### src/sideband_defs.svh
/*
 * Constants of the module sideband control and status block: register
 * offsets, field positions, reset values and timing counts.
 * Assumes a 40 MHz aclk; every count below is derived from that rate.
 */
`ifndef SIDEBAND_DEFS_SVH
`define SIDEBAND_DEFS_SVH

// Clock rate and derived per-unit cycle counts
`define CLK_HZ            40000000
`define CYC_PER_MS        (`CLK_HZ / 1000)
`define CYC_PER_US        (`CLK_HZ / 1000000)

// Timing figures in their own units
`define T_INIT_MS         2000
`define T_RESET_MIN_US    2
`define T_PDOWN_OFF_MS    300

// Timing counts in cycles
`define INIT_CYC          (`CYC_PER_MS * `T_INIT_MS)
`define RESET_MIN_CYC     (`CYC_PER_US * `T_RESET_MIN_US)
`define PDOWN_OFF_CYC     (`CYC_PER_MS * `T_PDOWN_OFF_MS)

// Register byte offsets
`define REG_STATUS        8'h00
`define REG_FLAGS         8'h04
`define REG_MASK          8'h08
`define REG_CONTROL       8'h0C

// Status field positions
`define ST_NOT_READY      0
`define ST_LOW_POWER      1
`define ST_SERIAL_EN      2
`define ST_ATTENTION      3
`define ST_TXN_LSB        8
`define ST_ADDR_LSB       24

// Flag bit 0 is the monitor-data-ready event, 8:1 the conditions
`define FLAG_READY_BIT    0
`define NUM_COND          8
`define NUM_FLAGS         9
`define CTRL_PDOWN_BIT    0

// Management bus device address, reported in status
`define MGMT_DEV_ADDR     8'hA0

// Reset values and AXI response codes
`define FLAGS_RST         9'h000
`define MASK_RST          9'h000
`define PINS_RST          13'h001B
`define AXI_OKAY          2'b00
`define AXI_SLVERR        2'b10

`endif

### src/sideband_pkg.sv
/*
 * Types of the module sideband control and status block.
 * Assumes sideband_defs.svh supplies the widths.
 */
`include "sideband_defs.svh"

package sideband_pkg;

	// Synchronised pin group: bit order fixed by the index names below
	localparam int PIN_W   = 13;
	localparam int P_RST   = 0;
	localparam int P_SEL   = 1;
	localparam int P_LPM   = 2;
	localparam int P_SCL   = 3;
	localparam int P_SDA   = 4;
	localparam int P_COND  = 5;

	typedef logic [PIN_W-1:0]       pins_t;
	typedef logic [`NUM_FLAGS-1:0]  flags_t;

	// AXI4-Lite slave side state
	typedef struct packed {
		logic        aw_held;
		logic [7:0]  aw_addr;
		logic        w_held;
		logic [31:0] w_data;
		logic [3:0]  w_strb;
		logic        bvalid;
		logic [1:0]  bresp;
		logic        rvalid;
		logic [31:0] rdata;
		logic [1:0]  rresp;
	} axi_s;

	// Whole block state
	typedef struct packed {
		pins_t       s1;
		pins_t       s2;
		pins_t       s3;
		pins_t       pin;
		logic [7:0]  rst_cnt;
		logic        in_mreset;
		logic [26:0] init_cnt;
		logic        ready;
		logic        serial_up;
		logic        pdown;
		flags_t      mask;
		flags_t      flags;
		logic        stop_armed;
		logic [7:0]  txn_cnt;
		logic        attn_n;
		logic        low_power;
		logic        serial_en;
		axi_s        axi;
	} state_s;

endpackage : sideband_pkg

### src/module_sideband_control_status.sv
/*
 * Management-side control and status logic of a pluggable transceiver
 * module: pin sampling, reset pulse filter, initialisation timer,
 * sticky condition flags with masks, clear-on-read, attention output,
 * low-power control and a register file on AXI4-Lite.
 * Assumes aclk at 40 MHz; all pins are asynchronous to it; the 2-wire
 * clock is only sampled, never used as a clock.
 */
// Our own choices: the placing of the registers and the AXI4-Lite register port.
`timescale 1ns/10ps
`default_nettype none

module module_sideband_control_status
	import sideband_pkg::*;
#(
	parameter int unsigned INIT_CYC      = `INIT_CYC,
	parameter int unsigned PDOWN_OFF_CYC = `PDOWN_OFF_CYC
) (
	// Clock and reset
	input  wire logic                 aclk,
	input  wire logic                 aresetn,
	// AXI4-Lite write address
	input  wire logic                 s_axi_awvalid,
	output logic                      s_axi_awready,
	input  wire logic [7:0]           s_axi_awaddr,
	// AXI4-Lite write data
	input  wire logic                 s_axi_wvalid,
	output logic                      s_axi_wready,
	input  wire logic [31:0]          s_axi_wdata,
	input  wire logic [3:0]           s_axi_wstrb,
	// AXI4-Lite write response
	output logic                      s_axi_bvalid,
	input  wire logic                 s_axi_bready,
	output logic [1:0]                s_axi_bresp,
	// AXI4-Lite read address
	input  wire logic                 s_axi_arvalid,
	output logic                      s_axi_arready,
	input  wire logic [7:0]           s_axi_araddr,
	// AXI4-Lite read data
	output logic                      s_axi_rvalid,
	input  wire logic                 s_axi_rready,
	output logic [31:0]               s_axi_rdata,
	output logic [1:0]                s_axi_rresp,
	// Sideband pins from the host
	input  wire logic                 module_reset_n,
	input  wire logic                 module_select_n,
	input  wire logic                 low_power_request,
	input  wire logic                 scl_in,
	input  wire logic                 sda_in,
	// Monitored conditions, bit 0 is receive loss-of-signal
	input  wire logic [`NUM_COND-1:0] condition_in,
	// Sideband pins to the host
	output logic                      attention_out_n,
	output logic                      module_present_n,
	// Internal controls
	output logic                      low_power_active,
	output logic                      serial_respond_en
);

	////////////////////////////////////////////////////////////////////
	// Declarations

	state_s q;              // Registered state
	state_s d;              // Next state
	pins_t  pins_raw;       // Raw pin group
	pins_t  pin_new;        // Filtered pins before registering
	flags_t cond_rise;      // Condition onsets, flag 0 never from a pin
	logic   aw_take;        // Write address handshake
	logic   w_take;         // Write data handshake
	logic   ar_take;        // Read address handshake
	logic   wr_do;          // Both halves of a write are held
	logic   scl_fall;       // Filtered 2-wire clock falling edge
	logic   stop_seen;      // Data rising while clock high
	logic   flag_read;      // Flags register read accepted
	logic   restart;        // Start of an initialisation period
	logic   pin_reset;      // Filtered reset pin active
	logic [31:0] rd_word;   // Read mux
	logic [1:0]  rd_resp;   // Read response code

	assign pins_raw = {condition_in, sda_in, scl_in, low_power_request,
		module_select_n, module_reset_n};

	// Handshake outputs: one transaction of each kind in flight
	assign s_axi_awready = !q.axi.aw_held && !q.axi.bvalid;
	assign s_axi_wready  = !q.axi.w_held && !q.axi.bvalid;
	assign s_axi_arready = !q.axi.rvalid;
	assign aw_take = s_axi_awvalid && s_axi_awready;
	assign w_take  = s_axi_wvalid && s_axi_wready;
	assign ar_take = s_axi_arvalid && s_axi_arready;
	assign wr_do   = q.axi.aw_held && q.axi.w_held;
	assign flag_read = ar_take && (s_axi_araddr == `REG_FLAGS);

	// Edges on filtered pins
	// Filter kept apart from d so edges never feed back through it
	assign pin_new = (q.s2 & ~(q.s2 ^ q.s3)) | (q.pin & (q.s2 ^ q.s3));
	assign scl_fall  = q.pin[P_SCL] && !pin_new[P_SCL];
	assign stop_seen = q.pin[P_SCL] && pin_new[P_SCL] && !q.pin[P_SDA]
		&& pin_new[P_SDA];
	assign cond_rise = {pin_new[PIN_W-1:P_COND] & ~q.pin[PIN_W-1:P_COND],
		1'b0};

	// Outputs from flip-flops, module_present_n tied low
	assign attention_out_n   = q.attn_n;
	assign module_present_n  = 1'b0;
	assign low_power_active  = q.low_power;
	assign serial_respond_en = q.serial_en;
	assign s_axi_bvalid = q.axi.bvalid;
	assign s_axi_bresp  = q.axi.bresp;
	assign s_axi_rvalid = q.axi.rvalid;
	assign s_axi_rdata  = q.axi.rdata;
	assign s_axi_rresp  = q.axi.rresp;

	////////////////////////////////////////////////////////////////////
	// Read mux

	// Unmapped offsets answer SLVERR with zero data
	always_comb begin
		rd_word = 32'h0000_0000;
		rd_resp = `AXI_OKAY;
		case (s_axi_araddr)
			`REG_STATUS: begin
				rd_word[`ST_NOT_READY] = !q.ready;
				rd_word[`ST_LOW_POWER] = q.low_power;
				rd_word[`ST_SERIAL_EN] = q.serial_en;
				rd_word[`ST_ATTENTION] = !q.attn_n;
				rd_word[`ST_TXN_LSB +: 8] = q.txn_cnt;
				rd_word[`ST_ADDR_LSB +: 8] = `MGMT_DEV_ADDR;
			end
			`REG_FLAGS:   rd_word[`NUM_FLAGS-1:0] = q.flags;
			`REG_MASK:    rd_word[`NUM_FLAGS-1:0] = q.mask;
			`REG_CONTROL: rd_word[`CTRL_PDOWN_BIT] = q.pdown;
			default:      rd_resp = `AXI_SLVERR;
		endcase
	end

	////////////////////////////////////////////////////////////////////
	// Next state

	always_comb begin
		d = q;
		// Three-stage pin sampling; a bit moves once stages 2 and 3 agree
		d.s1 = pins_raw;
		d.s2 = q.s1;
		d.s3 = q.s2;
		d.pin = pin_new;

		// Reset pin filter: short glitches below the minimum are ignored
		if (d.pin[P_RST]) begin
			d.rst_cnt = 8'h00;
		end else if (q.rst_cnt != 8'(`RESET_MIN_CYC)) begin
			d.rst_cnt = q.rst_cnt + 8'h01;
		end
		d.in_mreset = (d.rst_cnt == 8'(`RESET_MIN_CYC))
			|| (q.in_mreset && !d.pin[P_RST]);
		pin_reset = d.in_mreset;

		// 2-wire stop followed by a clock fall marks a finished transfer
		if (stop_seen) begin
			d.stop_armed = 1'b1;
		end else if (scl_fall && q.stop_armed) begin
			d.stop_armed = 1'b0;
			d.txn_cnt = q.txn_cnt + 8'h01;
		end

		// AXI write channel capture in either order
		if (aw_take) begin
			d.axi.aw_held = 1'b1;
			d.axi.aw_addr = s_axi_awaddr;
		end
		if (w_take) begin
			d.axi.w_held = 1'b1;
			d.axi.w_data = s_axi_wdata;
			d.axi.w_strb = s_axi_wstrb;
		end
		if (q.axi.bvalid && s_axi_bready) begin
			d.axi.bvalid = 1'b0;
		end

		// Writes take effect at once, well inside any deadline measured
		// from the end of the transfer
		if (wr_do) begin
			d.axi.aw_held = 1'b0;
			d.axi.w_held = 1'b0;
			d.axi.bvalid = 1'b1;
			d.axi.bresp = `AXI_OKAY;
			case (q.axi.aw_addr)
				`REG_MASK: begin
					if (q.axi.w_strb[0]) begin
						d.mask[7:0] = q.axi.w_data[7:0];
					end
					if (q.axi.w_strb[1]) begin
						d.mask[8] = q.axi.w_data[8];
					end
				end
				`REG_CONTROL: begin
					if (q.axi.w_strb[0]) begin
						d.pdown = q.axi.w_data[`CTRL_PDOWN_BIT];
					end
				end
				`REG_STATUS, `REG_FLAGS: begin
					// Read-only, write ignored
				end
				default: d.axi.bresp = `AXI_SLVERR;
			endcase
		end

		// AXI read channel; data registered on the address handshake
		if (ar_take) begin
			d.axi.rvalid = 1'b1;
			d.axi.rdata = rd_word;
			d.axi.rresp = rd_resp;
		end else if (q.axi.rvalid && s_axi_rready) begin
			d.axi.rvalid = 1'b0;
		end

		// Flags: clear-on-read, but a new onset in the same cycle wins
		if (flag_read) begin
			d.flags = `FLAGS_RST;
		end
		d.flags = d.flags | cond_rise;

		// Initialisation timer: restarted by reset or power-down release
		restart = pin_reset || (q.pdown && !d.pdown);
		if (pin_reset || d.pdown) begin
			d.ready = 1'b0;
		end
		if (pin_reset) begin
			d.serial_up = 1'b0;
			d.flags = `FLAGS_RST;
			d.init_cnt = 27'(INIT_CYC);
		end else if (restart) begin
			d.init_cnt = 27'(PDOWN_OFF_CYC);
		end else if (!q.ready && !d.pdown) begin
			if (q.init_cnt <= 27'h000_0001) begin
				d.ready = 1'b1;
				d.serial_up = 1'b1;
				d.flags[`FLAG_READY_BIT] = 1'b1;
			end else begin
				d.init_cnt = q.init_cnt - 27'h000_0001;
			end
		end

		// Low power from the pin or the software bit
		d.low_power = q.pin[P_LPM] || q.pdown;
		// Bus responses follow select once the bus is up
		d.serial_en = q.serial_up && !q.pin[P_SEL]
			&& !q.in_mreset;
		// Attention held while any unmasked flag remains
		d.attn_n = ~|(q.flags & ~q.mask);
	end

	////////////////////////////////////////////////////////////////////
	// State register

	// Synchronous reset loads constants only
	always_ff @(posedge aclk) begin
		if (!aresetn) begin
			q <= '0;
			q.s1 <= `PINS_RST;
			q.s2 <= `PINS_RST;
			q.s3 <= `PINS_RST;
			q.pin <= `PINS_RST;
			q.init_cnt <= 27'(INIT_CYC);
			q.mask <= `MASK_RST;
			q.flags <= `FLAGS_RST;
			q.attn_n <= 1'b1;
		end else begin
			q <= d;
		end
	end
endmodule : module_sideband_control_status

`default_nettype wire

### config.mk
export PLATFORM = sky130hd
export DESIGN_NAME = module_sideband_control_status
export DESIGN_NICKNAME = d
export VERILOG_FILES = /design/src/sideband_pkg.sv /design/src/module_sideband_control_status.sv
export VERILOG_INCLUDE_DIRS = /design/src /design/src/src
export SDC_FILE = /design/constraint.sdc
export NUM_CORES = 1
export LEC_CHECK = 0
export ABC_AREA = 0
export BUFFER_PORTS_ARGS = -buffer_cell sky130_fd_sc_hd__buf_4
export CAP_MARGIN = 15
export CORE_ASPECT_RATIO = 1.2
export CORE_MARGIN = 4
export CORE_UTILIZATION = 55
export CTS_BUF_LIST = sky130_fd_sc_hd__clkbuf_4 sky130_fd_sc_hd__clkbuf_8 sky130_fd_sc_hd__clkbuf_16
export DETAILED_ROUTE_END_ITERATION = 7
export MAX_ROUTING_LAYER = met4
export PLACE_DENSITY = 0.78
export SKIP_LAST_GASP = 1
export SYNTH_ARGS = -nofsm -noshare
export SYNTH_HDL_FRONTEND = slang
export SYNTH_SLANG_ARGS = --single-unit
### constraint.sdc
create_clock -name aclk -period 5.6 [get_ports aclk]
set_clock_uncertainty 0.15 [all_clocks]
set_input_delay 0.28 -clock aclk [delete_from_list [all_inputs] [get_ports aclk]]
set_output_delay 0.28 -clock aclk [all_outputs]
set_load 0.01 [all_outputs]
After elaboration in Yosys (flattened, before gate mapping):

Index checks and enable logic that the tools add are counted.

* register bits: 172
* bits of input ports: 72
* output and inout port bits: 45
* logic and storage cells: 143

* $add $sub $neg: 3
* $lt $le $gt $ge: 1
* eq/ne operators: 9
* multiplexer cells: 33
* bitwise gates (word level): 14
* reduce and logical (&&, ||, !) cells: 54

Operator list (number)
* $mux 27: 2
* $eq 8x4->1 const B: 4
* $mux 8: 4
* $mux 29: 1
* $le 27x1->1 const B: 1
* $mux 9: 3
* $sub 27x1->27 const B: 1
* $and 13x13->13: 2
* $logic_and 1x1->1: 19
* $add 8x1->8 const B: 2
* $eq 8x3->1 const B: 2
* $logic_not 8->1: 2
* $logic_not 1->1: 13
* $not 13->13: 1
* $or 13x13->13: 1
* $xor 13x13->13: 1
* $mux 1: 12
* $mux 10: 1
* $and 9x9->9: 1
* $not 9->9: 1
* $or 9x9->9: 1
* $pmux 3 s3: 1
* $reduce_and 3->1: 3
* $reduce_or 9->1: 1
* 18 further kinds: 34

Depth between registers and ports, before layout:

* word-level depth: 13
* mapped depth: 9
* mapped depth without buffers: 7

Worst setup path before layout:

Ideal clock, no wire load.

* path type: flip-flop to flip-flop
* start point: register q[125] in the netlist's numbering
* end point: register q[137] in the netlist's numbering
* setup time: 0.074 ns
* arrival time: 2.313 ns
* data required time: 5.376 ns
* slack: 3.063 ns
* cell stages (with the launch flop): 8
* buffers on the path: 2
* cells stage by stage: dfxtp_1 -> or4_1 -> clkbuf_2 -> or3_1 -> buf_2 -> or3_4 -> or4_1 -> a31oi_1

* longest elaborated chain between the ends: 4
* elaborated cells between the ends (all ways): 7
* classes of those cells: add/sub: 1; order compare: 1; eq/ne: 1; mux: 3; reduce/logical: 1

Ends and longest elaborated chain
* from (decl): line module_sideband_control_status.sv:63 `state_s q;`
* $sub 27x1->27: line module_sideband_control_status.sv:239 `d.init_cnt = q.init_cnt - 27'h000_0001;`
* $mux 27: line module_sideband_control_status.sv:234 `if (q.init_cnt <= 27'h000_0001) begin`
* $mux 29: line module_sideband_control_status.sv:233 `end else if (!q.ready && !d.pdown) begin`
* $mux 27: line module_sideband_control_status.sv:231 `end else if (restart) begin`

Several ways; a longest one is shown, not always the timed one. The select of a mux whose other input is x is not followed.
A chain may end at the register's enable or synchronous reset.

Final worst setup path:

* start point: register q[79] in the netlist's numbering
* end point: register q[129] in the netlist's numbering

* longest elaborated chain between the ends: 7
* elaborated cells between the ends (all ways): 9
* classes of those cells: eq/ne: 1; mux: 2; reduce/logical: 6

Ends and longest elaborated chain
* $eq 8x4->1 *: line module_sideband_control_status.sv:186 `case (q.axi.aw_addr)`
* $mux 1 *: line module_sideband_control_status.sv:186
* $mux 10 *: line module_sideband_control_status.sv:181 `if (wr_do) begin`
* $logic_not 1->1 *: line module_sideband_control_status.sv:223, module_sideband_control_status.sv:233
* $logic_and 1x1->1: line module_sideband_control_status.sv:223 `restart = pin_reset || (q.pdown && !d.pdown);`
* $logic_or 1x1->1: line module_sideband_control_status.sv:223
* $reduce_or 3->1 (no source line)

Mark *: on every way between the ends. The rest lies on a longest branch, timed or not.

==> impl_metrics.py <==
metrics = {
    "routing": {
        "top_layer_used": "met4",
        "wl_um": 13900,
        "vias_per_cell": 5.25,
        "firstDrtPassIters": 6,
        "ant_nets": 0,
        "vias": 5206,
        "drtIter0Drc": 302,
        "routedWlPerCell_um": 14.0,
        "dr_wl_met3_um": 531,
        "drc": 0,
        "wl_met2_um": 7540,
        "wl_met1_um": 5590,
    },
    "worst_setup_path": {
        "cp_num_buf_inv": 0,
        "critPathSlowestCell": "nor4_1",
        "crit_required_ns": 5.75,
        "worstSetupEndpointType": "register",
        "crit_path_max_incr_delay_ns": 0.68,
        "arrival_ns": 3.29,
        "cpMostUsedCell": "nor4_1",
        "critical_path_class": "reg2reg",
        "cp_max_fo": 11,
        "crit_chain": "nor4_1 > a41oi_1 > nor4_1 > nand2_1 > o21ai_0 > or3b_2",
        "cpLargestDelayFamily": "simple AND/OR/NAND/NOR gates",
        "start_kind": "register",
    },
    "sta": {
        "finalCriticalPeriod_ns": 3.14,
        "tightestPinTransition_ns": 0.932,
        "rsz0062_at_grt": "no",
        "hold_viol": 0,
        "setup_violations": 0,
        "relSlewSlack_pct": 37.3,
        "max_freq_mhz": 318,
        "setup-tns-final_ns": 0,
        "period_share_pct": 56.1,
        "drv_slew": 0,
    },
    "yosys": {
        "ys_seq_area_share_pct": 48.4,
        "ys_seq_elements": 163,
        "avgSynthCellArea_sq_um": 9.06,
        "syn_inst": 744,
        "synthFlopType": "dfxtp_1",
        "synthArstFlopShare_pct": 0,
        "ys_types": 56,
        "yosys_warnings": 0,
        "synth_area_sq_um": 6740,
        "synth-edff-count": 0,
    },
    "run": {
        "cap_viol_max_count": 0,
    },
    "run_status": {
        "status": "finished, final reports clean",
    },
    "pwr": {
        "p_int_mw": 2.04,
        "p_per_area_nw_per_um2": 328,
        "clkPwrFrac_pct": 43.7,
        "p_switching_mw": 0.620,
        "ir_drop_mv": 0.277,
        "leakagePower_nw": 3.10,
        "p_seq_share_pct": 46.9,
        "power_frac_comb_pct": 9.4,
        "netSwitchingFraction_pct": 23.3,
    },
    "final_layout": {
        "fill_cells": 894,
        "drive_gt1_share_pct": 13.9,
        "design_area_sq_um": 8110,
        "syn_to_final_growth_pct": 20.2,
        "diodes": 0,
        "nets": 894,
        "fin_util_pct": 67.2,
    },
    "global_route": {
        "grt_usage_pct": 21.0,
        "grt_max_degree": 119,
        "grt_pass1_wl_um": 23000,
        "grt_pass1_vias": 5074,
        "gr-total-overflow": 0,
        "antenna_found_initial": 0,
    },
    "clocking": {
        "cts_tree": "yes",
        "numCtsBuffers": 17,
        "clockBufferDepth": 2,
        "h-tree-depth": 4,
        "path_clk_slew_ns": 0.06,
        "clk_latency_ns": 0.42,
        "cts_sinks": 163,
        "cts_root_buffer": "clkbuf_16",
        "cts_resized": 0,
    },
    "placement": {
        "port_buffers": 74,
        "dp_hpwl_um": 9290,
        "finalWeightedCongestion": 0.872,
        "placed_area_sq_um": 7150,
    },
    "die": {
        "fp.dieW_um": 109,
        "fp.coreArea_sq_um": 12100,
        "pin_count": 117,
        "initial_utilization_pct": 55.9,
        "die_area_sq_um": 14100,
        "std_cell_rows": 44,
        "dieHeight_um": 129,
    },
    "worst_hold_path": {
        "hold_class": "in2reg",
    },
}
[timing repair]
action                                 4_1_cts  5_1_grt
buffers inserted                             0        0
hold buffers                                34        0
endpoints found under the hold margin       33        0
[stage by stage]
step	setup slack (ns)	hold WS [ns]	instances	total power, mW
final	2.46	0.0236	991	2.66
after global routing	2.20	0.0364	991	2.77
after CTS	2.33	0.0107	990	2.68
after detailed placement	2.38	0.248	924	1.50
after global placement	2.51	0.242	924	1.49
after floorplan	3.06	0.231	760	1.44
[power groups by stage]
stage / sequential (mW) / combinational [mW] / clock [mW]
finish: 1.25 / 0.250 / 1.16
global route: 1.25 / 0.278 / 1.23
CTS: 1.25 / 0.249 / 1.18
detailed placement: 1.27 / 0.227 / 0
global placement: 1.27 / 0.219 / 0
floorplan: 1.26 / 0.178 / 0
[layer usage]
| layer | vias up | global-route usage, % |
|---|---|---|
| li1 | 2618 | - |
| met1 | 2469 | 22.8 |
| met2 | 101 | 37.5 |
| met3 | 18 | 5.23 |
| met4 | 0 | 6.61 |
| met5 | - | - |
[cell type report]
type                       count  area [sq um]  area share [%]
tap                          161           201            2.48
multi-input combinational    504          3050            37.6
inverter                      22          82.6            1.02
sequential                   163          3260            40.3
clock buffer                  22           488            6.02
clock inverter                10           125            1.54
timing repair buffer         109           901            11.1
[cell families after synthesis]
| group | after synthesis | share of synthesized area (%) |
|---|---|---|
| and+or+nand+nor | 308 | 24.1 |
| DFF | 163 | 48.4 |
| AOI/OAI and AO/OA | 124 | 12.2 |
| buffers and inverters | 93 | 7.31 |
| xor gates and xnor gates | 33 | 4.29 |
| muxes | 16 | 2.56 |
| adders and majority gates | 6 | 1.08 |
| other | 1 | 0.0556 |
[cells in the final DEF, fill, tap and decap left out, drive strengths merged, types with 3 or more instances in the layout]
cell type / count
xor2: 9
clkbuf: 23
o211a: 3
nor4b: 6
a21boi: 31
or3: 9
and3: 5
nand3: 14
xnor2: 24
nand4: 7
o21ai: 22
dlygate4sd3: 34
mux2i: 15
a22oi: 16
conb: 17
ha: 5
and2: 40
nor2b: 32
nand2b: 20
nor3: 14
nand2: 78
nor3b: 3
nor2: 51
nor4: 14
inv: 22
or4: 5
a21o: 4
buf: 74
and4: 3
a21oi: 30
clkinvlp: 4
dfxtp: 163
clkinv: 4
[synthesized netlist by cell type, types with 2 or more instances]
cell type	number	area [sq um]
a21oi_1	30	150
buf_4	37	278
mux2i_1	15	150
a22oi_1	16	120
xor2_1	9	78.8
or4_1	5	37.5
buf_2	3	15.0
o211a_1	3	30.0
nand4_1	7	43.8
o21a_1	2	15.0
and4_1	3	26.3
nand3b_1	2	15.0
ha_1	5	62.6
or3_1	6	37.5
nand4b_1	2	17.5
nor2b_1	32	200
a211oi_1	2	15.0
o21ai_0	22	110
a21o_1	4	30.0
nand3_1	14	70.1
dfxtp_1	163	3260
o22ai_1	2	12.5
nor2_1	51	191
nor4_1	14	87.6
nor3_1	14	70.1
clkbuf_1	29	109
nand2b_1	20	125
xnor2_1	24	210
and2_1	40	250
a31oi_1	2	12.5
and3_1	5	31.3
inv_1	22	82.6
nor4b_1	5	43.8
nand2_1	78	293
or3_2	2	15.0
a21boi_0	31	233
o31ai_1	2	15.0
nor3b_1	3	22.5
[sequential cells by signal (all words and copies together) (netlist names), named ones only]
register and count:
s_axi_rvalid 1, serial_respond_en 1, s_axi_rresp 1, s_axi_bvalid 1
low_power_active 1, q 111, d 26, s_axi_rdata 17
s_axi_bresp 1, attention_out_n 1
[final timing paths]
check	startpoint	endpoint	slack [ns]	cells after the start
worst max-delay path	q[79]	q[129]	2.46	6
worst min-delay path	s_axi_bready	s_axi_bvalid	0.02	3
worst max register to register	q[79]	q[129]	2.46	6
worst min register to register	d[182]	d[169]	0.26	1
[worst register-to-register path, stage by stage, from the launching register on]
cell     delay (ns)
dfxtp_1        0.32
nor4_1         0.46
a41oi_1        0.30
nor4_1         0.68
nand2_1        0.41
o21ai_0        0.25
or3b_2         0.45
Note: power is estimated with default switching activity, not from simulation.
